[src/sdl_defines.vh]
`ifndef SDL_DEFINES_VH
`define SDL_DEFINES_VH

// Word layout
`define SDL_WORD_BITS 16
`define SDL_CODE_BITS 12
`define SDL_CODE_MSB 11
`define SDL_CNT_BITS 5
`define SDL_CNT_FULL 5'h10
`define SDL_CNT_ZERO 5'h00

// Reset values
`define SDL_SHIFT_RST 16'h0000
`define SDL_CODE_RST 12'h000

// Synchroniser depth
`define SDL_SYNC_STAGES 2

`endif

[src/sdl_code_latch.v]
`include "sdl_defines.vh"

// Holding latch for the converter code; read data out of a register
module sdl_code_latch (
  input wire clk,
  input wire rst,
  input wire load,
  input wire [`SDL_CODE_MSB:0] load_data,
  output reg [`SDL_CODE_MSB:0] code_r
);

  always @(posedge clk) begin
    if (rst) begin
      code_r <= `SDL_CODE_RST;
    end else if (load) begin
      code_r <= load_data;
    end
  end

endmodule // sdl_code_latch

[src/sdl_loader.v]
// Behaviour
// - Data pin shifted in on each falling shift-clock edge during a frame
// - A transfer is one sixteen-bit word
// - Frame select falling clears counter and input logic for a new word
// - Counter gates clock: exactly sixteen bits taken, later edges ignored
// - First four bits dropped, last twelve go to the latch
// - Word sent MSB first, code LSB is the final bit
// - Output follows only the latch, never the shift register
// - Load strobe level sampled when frame select falls picks update mode
// - Strobe low: latch loads on sixteenth falling shift-clock edge
// - Strobe high: latch loads on next falling edge of the strobe
// - Code is two's complement, zero means midscale
`include "sdl_defines.vh"

module sdl_loader (
  input wire clk,
  input wire rst,
  input wire serial_shift_clock,
  input wire serial_data_input,
  input wire frame_select_n,
  input wire latch_load_n,
  output reg [`SDL_CODE_MSB:0] analog_output,
  output reg word_ready,
  output reg auto_mode
);

  ////////////////////////////////////////////////////////////////////////
  // Pin synchronisers

  wire sclk_s;
  wire sclk_p;
  wire serial_data_input_s;
  wire serial_data_input_p;
  wire fsel_s;
  wire fsel_p;
  wire load_s;
  wire load_p;

  sdl_sync u_sclk (
    .clk(clk),
    .rst(rst),
    .pin_in(serial_shift_clock),
    .pin_rst_val(1'b0),
    .pin_sync_r(sclk_s),
    .pin_prev_r(sclk_p)
  );

  sdl_sync u_serial_data_input (
    .clk(clk),
    .rst(rst),
    .pin_in(serial_data_input),
    .pin_rst_val(1'b0),
    .pin_sync_r(serial_data_input_s),
    .pin_prev_r(serial_data_input_p)
  );

  sdl_sync u_fsel (
    .clk(clk),
    .rst(rst),
    .pin_in(frame_select_n),
    .pin_rst_val(1'b1),
    .pin_sync_r(fsel_s),
    .pin_prev_r(fsel_p)
  );

  sdl_sync u_load (
    .clk(clk),
    .rst(rst),
    .pin_in(latch_load_n),
    .pin_rst_val(1'b0),
    .pin_sync_r(load_s),
    .pin_prev_r(load_p)
  );

  // Edge events in the system clock
  wire sclk_fall;
  wire fsel_fall;
  wire load_fall;
  assign sclk_fall = sclk_p & ~sclk_s;
  assign fsel_fall = fsel_p & ~fsel_s;
  assign load_fall = load_p & ~load_s;

  ////////////////////////////////////////////////////////////////////////
  // Frame state

  localparam ST_IDLE = 2'b00;
  localparam ST_SHIFT = 2'b01;
  localparam ST_DONE = 2'b10;

  reg [1:0] state_r;
  reg [1:0] state_nxt;
  reg [`SDL_WORD_BITS-1:0] shift_r;
  reg [`SDL_WORD_BITS-1:0] shift_nxt;
  reg [`SDL_CNT_BITS-1:0] cnt_r;
  reg [`SDL_CNT_BITS-1:0] cnt_nxt;
  reg auto_r;
  reg auto_nxt;
  reg pend_r;
  reg pend_nxt;
  reg load_now;
  reg [`SDL_CODE_MSB:0] load_data;

  function [`SDL_CODE_MSB:0] code_of;
    input [`SDL_WORD_BITS-1:0] word;
    begin
      code_of = word[`SDL_CODE_MSB:0];
    end
  endfunction

  always @* begin
    state_nxt = state_r;
    shift_nxt = shift_r;
    cnt_nxt = cnt_r;
    auto_nxt = auto_r;
    pend_nxt = pend_r;
    load_now = 1'b0;
    load_data = code_of(shift_r);
    case (state_r)
      ST_IDLE: begin
        if (fsel_fall) begin
          state_nxt = ST_SHIFT;
          cnt_nxt = `SDL_CNT_ZERO;
          shift_nxt = `SDL_SHIFT_RST;
          pend_nxt = 1'b0;
          auto_nxt = ~load_s;
        end else if (pend_r && load_fall) begin
          load_now = 1'b1;
          pend_nxt = 1'b0;
        end
      end
      ST_SHIFT: begin
        if (fsel_s) begin
          state_nxt = ST_IDLE;
        end else if (sclk_fall) begin
          shift_nxt = {shift_r[`SDL_WORD_BITS-2:0], serial_data_input_p};
          cnt_nxt = cnt_r + 5'h01;
          if (cnt_r == `SDL_CNT_FULL - 5'h01) begin
            state_nxt = ST_DONE;
            if (auto_r) begin
              load_now = 1'b1;
              load_data = code_of({shift_r[`SDL_WORD_BITS-2:0], serial_data_input_p});
            end else begin
              pend_nxt = 1'b1;
            end
          end
        end
      end
      ST_DONE: begin
        // Further shift-clock edges locked out
        if (fsel_s) begin
          state_nxt = ST_IDLE;
        end
        if (pend_r && load_fall) begin
          load_now = 1'b1;
          pend_nxt = 1'b0;
        end
      end
      default: begin
        state_nxt = ST_IDLE;
      end
    endcase
  end

  always @(posedge clk) begin
    if (rst) begin
      state_r <= ST_IDLE;
      shift_r <= `SDL_SHIFT_RST;
      cnt_r <= `SDL_CNT_ZERO;
      auto_r <= 1'b0;
      pend_r <= 1'b0;
      word_ready <= 1'b0;
      auto_mode <= 1'b0;
    end else begin
      state_r <= state_nxt;
      shift_r <= shift_nxt;
      cnt_r <= cnt_nxt;
      auto_r <= auto_nxt;
      pend_r <= pend_nxt;
      word_ready <= pend_nxt;
      auto_mode <= auto_nxt;
    end
  end

  ////////////////////////////////////////////////////////////////////////
  // Converter latch and output

  wire [`SDL_CODE_MSB:0] code_q;

  sdl_code_latch u_latch (
    .clk(clk),
    .rst(rst),
    .load(load_now),
    .load_data(load_data),
    .code_r(code_q)
  );

  always @(posedge clk) begin
    if (rst) begin
      analog_output <= `SDL_CODE_RST;
    end else begin
      analog_output <= code_q;
    end
  end

  wire serial_data_input_unused;
  assign serial_data_input_unused = serial_data_input_s;

endmodule // sdl_loader

[src/sdl_sync.v]
// Two-flop synchroniser for one pin, with a registered copy for edge finding
module sdl_sync (
  input wire clk,
  input wire rst,
  input wire pin_in,
  input wire pin_rst_val,
  output reg pin_sync_r,
  output reg pin_prev_r
);

  reg meta_r;

  always @(posedge clk) begin
    if (rst) begin
      meta_r <= pin_rst_val;
      pin_sync_r <= pin_rst_val;
      pin_prev_r <= pin_rst_val;
    end else begin
      meta_r <= pin_in;
      pin_sync_r <= meta_r;
      pin_prev_r <= pin_sync_r;
    end
  end

endmodule // sdl_sync

[config.mk]
export PLATFORM = sky130hd
export DESIGN_NAME = sdl_loader
export DESIGN_NICKNAME = d
export VERILOG_FILES = /design/src/sdl_code_latch.v /design/src/sdl_loader.v /design/src/sdl_sync.v
export VERILOG_INCLUDE_DIRS = /design/src
export SDC_FILE = /design/constraint.sdc
export NUM_CORES = 1
export LEC_CHECK = 0
export BUFFER_PORTS_ARGS = -buffer_cell sky130_fd_sc_hd__buf_2
export CAP_MARGIN = 20
export CORE_MARGIN = 3
export CORE_UTILIZATION = 45
export CTS_CLUSTER_SIZE = 14
export DETAILED_ROUTE_END_ITERATION = 8
export GPL_TIMING_DRIVEN = 0
export SYNTH_ARGS = -nofsm -noshare
export SYNTH_HDL_FRONTEND = slang
export SYNTH_SLANG_ARGS = --single-unit
[constraint.sdc]
create_clock -name clk -period 2.3 [get_ports clk]
set_input_delay 0.69 -clock clk [delete_from_list [all_inputs] [get_ports clk]]
set_output_delay 0.69 -clock clk [all_outputs]
set_load 0.01 [all_outputs]
==> metrics.txt <==
P&R area growth vs syn=18.98%; Seq cells post-synth=57; worst skew pair latency=0.33 ns; layout cells sized above 1=20.08%; Final Cell Area=2589 um2; CP top delay family=simple AND/OR/NAND/NOR gates; htree depth=3; TritonCTS buffer count=9; placer congestion estimate=0.9286; Mapped Nets=227; # IOs=20; commonest non-fill, non-tap cell in the layout=dfxtp_1; clock transition at the registers of the reported paths=roughly 0.060 ns; global route overflow=0; Period Utilization, post-route=between 90% and 100%; Yosys cell types=34; Total Routing Usage GR=16.17%; Rows=24; Seq/Total Area, Yosys=52.44%; TNS Setup=0 ns; Routed met3 length=~180 um; Hold Buf Count CTS=0; HPWL after detailed placement=approximately 2900 um; CTS Root Cell=clkbuf_8; data required time at the worst endpoint=~2.5 ns; FMAX=~460 MHz; Vias per Instance=5.166; slowest stage cell, crit path=or4_4; Hold Crit Class=reg2reg; DRT Pass-1 Iters=4; port buffer count=19; Min Clock Period, post-route=2.194 ns; Die Span Y=75.54 um; Worst EP arrival=2.41 ns; main flop type after synthesis=dfxtp_1; CP Capture Type=register; vias in the first global route=1409; synthesized instance count=214; global-route wire length before repair=6817 um; met2 wire len=1760 um; CTS tree=built; async set or reset register ratio after synthesis=0%; max-cap viol count=0; Die Wd=75.54 um; largest net degree at the start of global routing=11; RSZ-0062 raised after global routing=no; slew margin rel.=63.49%; worst vdd ir=0.4009 mV; crit path buf inv count=1; worst-margin pin slew=0.5477 ns; Final Hold Violating Endpoints=0; post-CTS setup repair buffer count=0; Max Root-Sink Buffers=2; CORE AREA=4504 um2; area of the die=about 5700 um2; final WL=4213 um; area of the mapped netlist=2176 um2; Final ANT Viol Nets=0; Placed Area=2336 um2; LEAKAGE=1.037 nW; Crit path largest cell delay=0.46 ns; crit path max fanout=10; Max Used Layer=met4; WL/cell=14.00 um; initial antenna violation count=0; Slew Viols, Final=0; Syn Area/Cell=roughly 10 um2; post-cts resize count=2; via count=1555; CP dominant cell by count=ha_1; # clock sinks=57; outcome=finished clean; Metal-1 WL=2196 um; Iter 0 DRT Violations=77; DRC viols=0; YS warnings=0; hold_ws=0.4150 ns; Final Skew=0.007365 ns; CP cell instances=ha_1, and3_1, ha_1, nand3b_1, nor4b_4, or4_4, buf_6, o221a_1; final setup vio count=0; CP Class=reg2reg; Post-synth EDFFs=0; most frequent cells in the layout=dfxtp_1, nor2_1, nor2b_1; fin nets=257; pwr dens=between 800 and 900 nW/um2; crit path launch type=register; diode count=0; Initial Utilization=approximately half
[sequential cells by signal, summed over array words and instances, names as in the netlist]
register	flops
u_fsel.meta_r	1
u_load.pin_prev_r	1
u_latch.code_r	12
shift_r	12
u_load.pin_sync_r	1
cnt_r	5
u_serial_data_input.pin_sync_r	1
u_load.meta_r	1
u_sclk.meta_r	1
u_serial_data_input.pin_prev_r	1
u_fsel.pin_sync_r	1
state_r	2
u_sclk.pin_prev_r	1
analog_output	12
pend_r	1
u_serial_data_input.meta_r	1
auto_r	1
u_sclk.pin_sync_r	1
u_fsel.pin_prev_r	1
[Yosys cell counts, drive strengths merged, types with 3 or more instances]
cell type | number | area share, %
nand3b | 3 | 1.0
dfxtp | 57 | 52
a211oi | 3 | 1.0
or2 | 3 | 0.86
nor2b | 23 | 6.6
mux2i | 14 | 6.4
nor2 | 31 | 5.3
clkbuf | 7 | 1.2
inv | 7 | 1.2
a21oi | 15 | 3.5
o221a | 12 | 6.2
buf | 5 | 1.4
ha | 7 | 4.0
nand2 | 5 | 0.86
[per-stage QoR]
stage / power, mW / std cells / utilization, % / setup WS (ns)
finish: 2.165 / 301 / 57.47 / 0.1065
global placement: 1.128 / 285 / 51.86 / -0.002345
detailed placement: 1.129 / 285 / 51.86 / -0.02735
floorplan: 1.101 / 214 / - / 0.3129
global route: 2.232 / 301 / 57.47 / 0.007854
CTS: 2.189 / 301 / 57.17 / 0.06854
[cell type report]
class                      instances  area (um2)
timing repair buffer              19       95.09
clock inverter                     5       77.57
sequential                        57        1141
tap                               52       65.06
buffer                            12       66.31
multi-input combinational        138       965.9
inverter                           7       26.28
clock buffer                      11       151.4
fill                             400        1916
[metal layers]
metal	vias up	global-route usage, %
met3	8	3.562
met1	714	22.78
met2	36	22.72
met4	0	9.126
met5	-	0
li1	797	-
[worst paths after layout]
path                 start           endpoint  slack (ns)  cells past startpoint
min          u_fsel.meta_r  u_fsel.pin_sync_r        0.42                      1
max reg2reg       cnt_r[0]  u_latch.code_r[1]        0.11                      8
max               cnt_r[0]  u_latch.code_r[1]        0.11                      8
min reg2reg  u_fsel.meta_r  u_fsel.pin_sync_r        0.42                      1
[where the power goes]
group	switching, mW	total (mW)	internal (mW)	leakage (nW)
Combinational	0.0554	0.0953	0.0399	0.460
Clock	0.391	1.06	0.665	0.115
Sequential	0.0110	1.01	1.00	0.462
Total	0.458	2.17	1.71	1.04
[cells by family (layout without fill, tap and decap cells)]
family          after synthesis  after routing  synth area share (%)
flops                        57             57                 52.44
xor+xnor                      2              2                0.8052
mux                          14             14                 6.440
simple gates                 76             76                 18.34
fa+ha+maj                     7              7                 4.025
compound gates               39             39                 14.09
buf+inv                      19             54                 3.853
No activity file was read; power rests on OpenSTA's default activity.
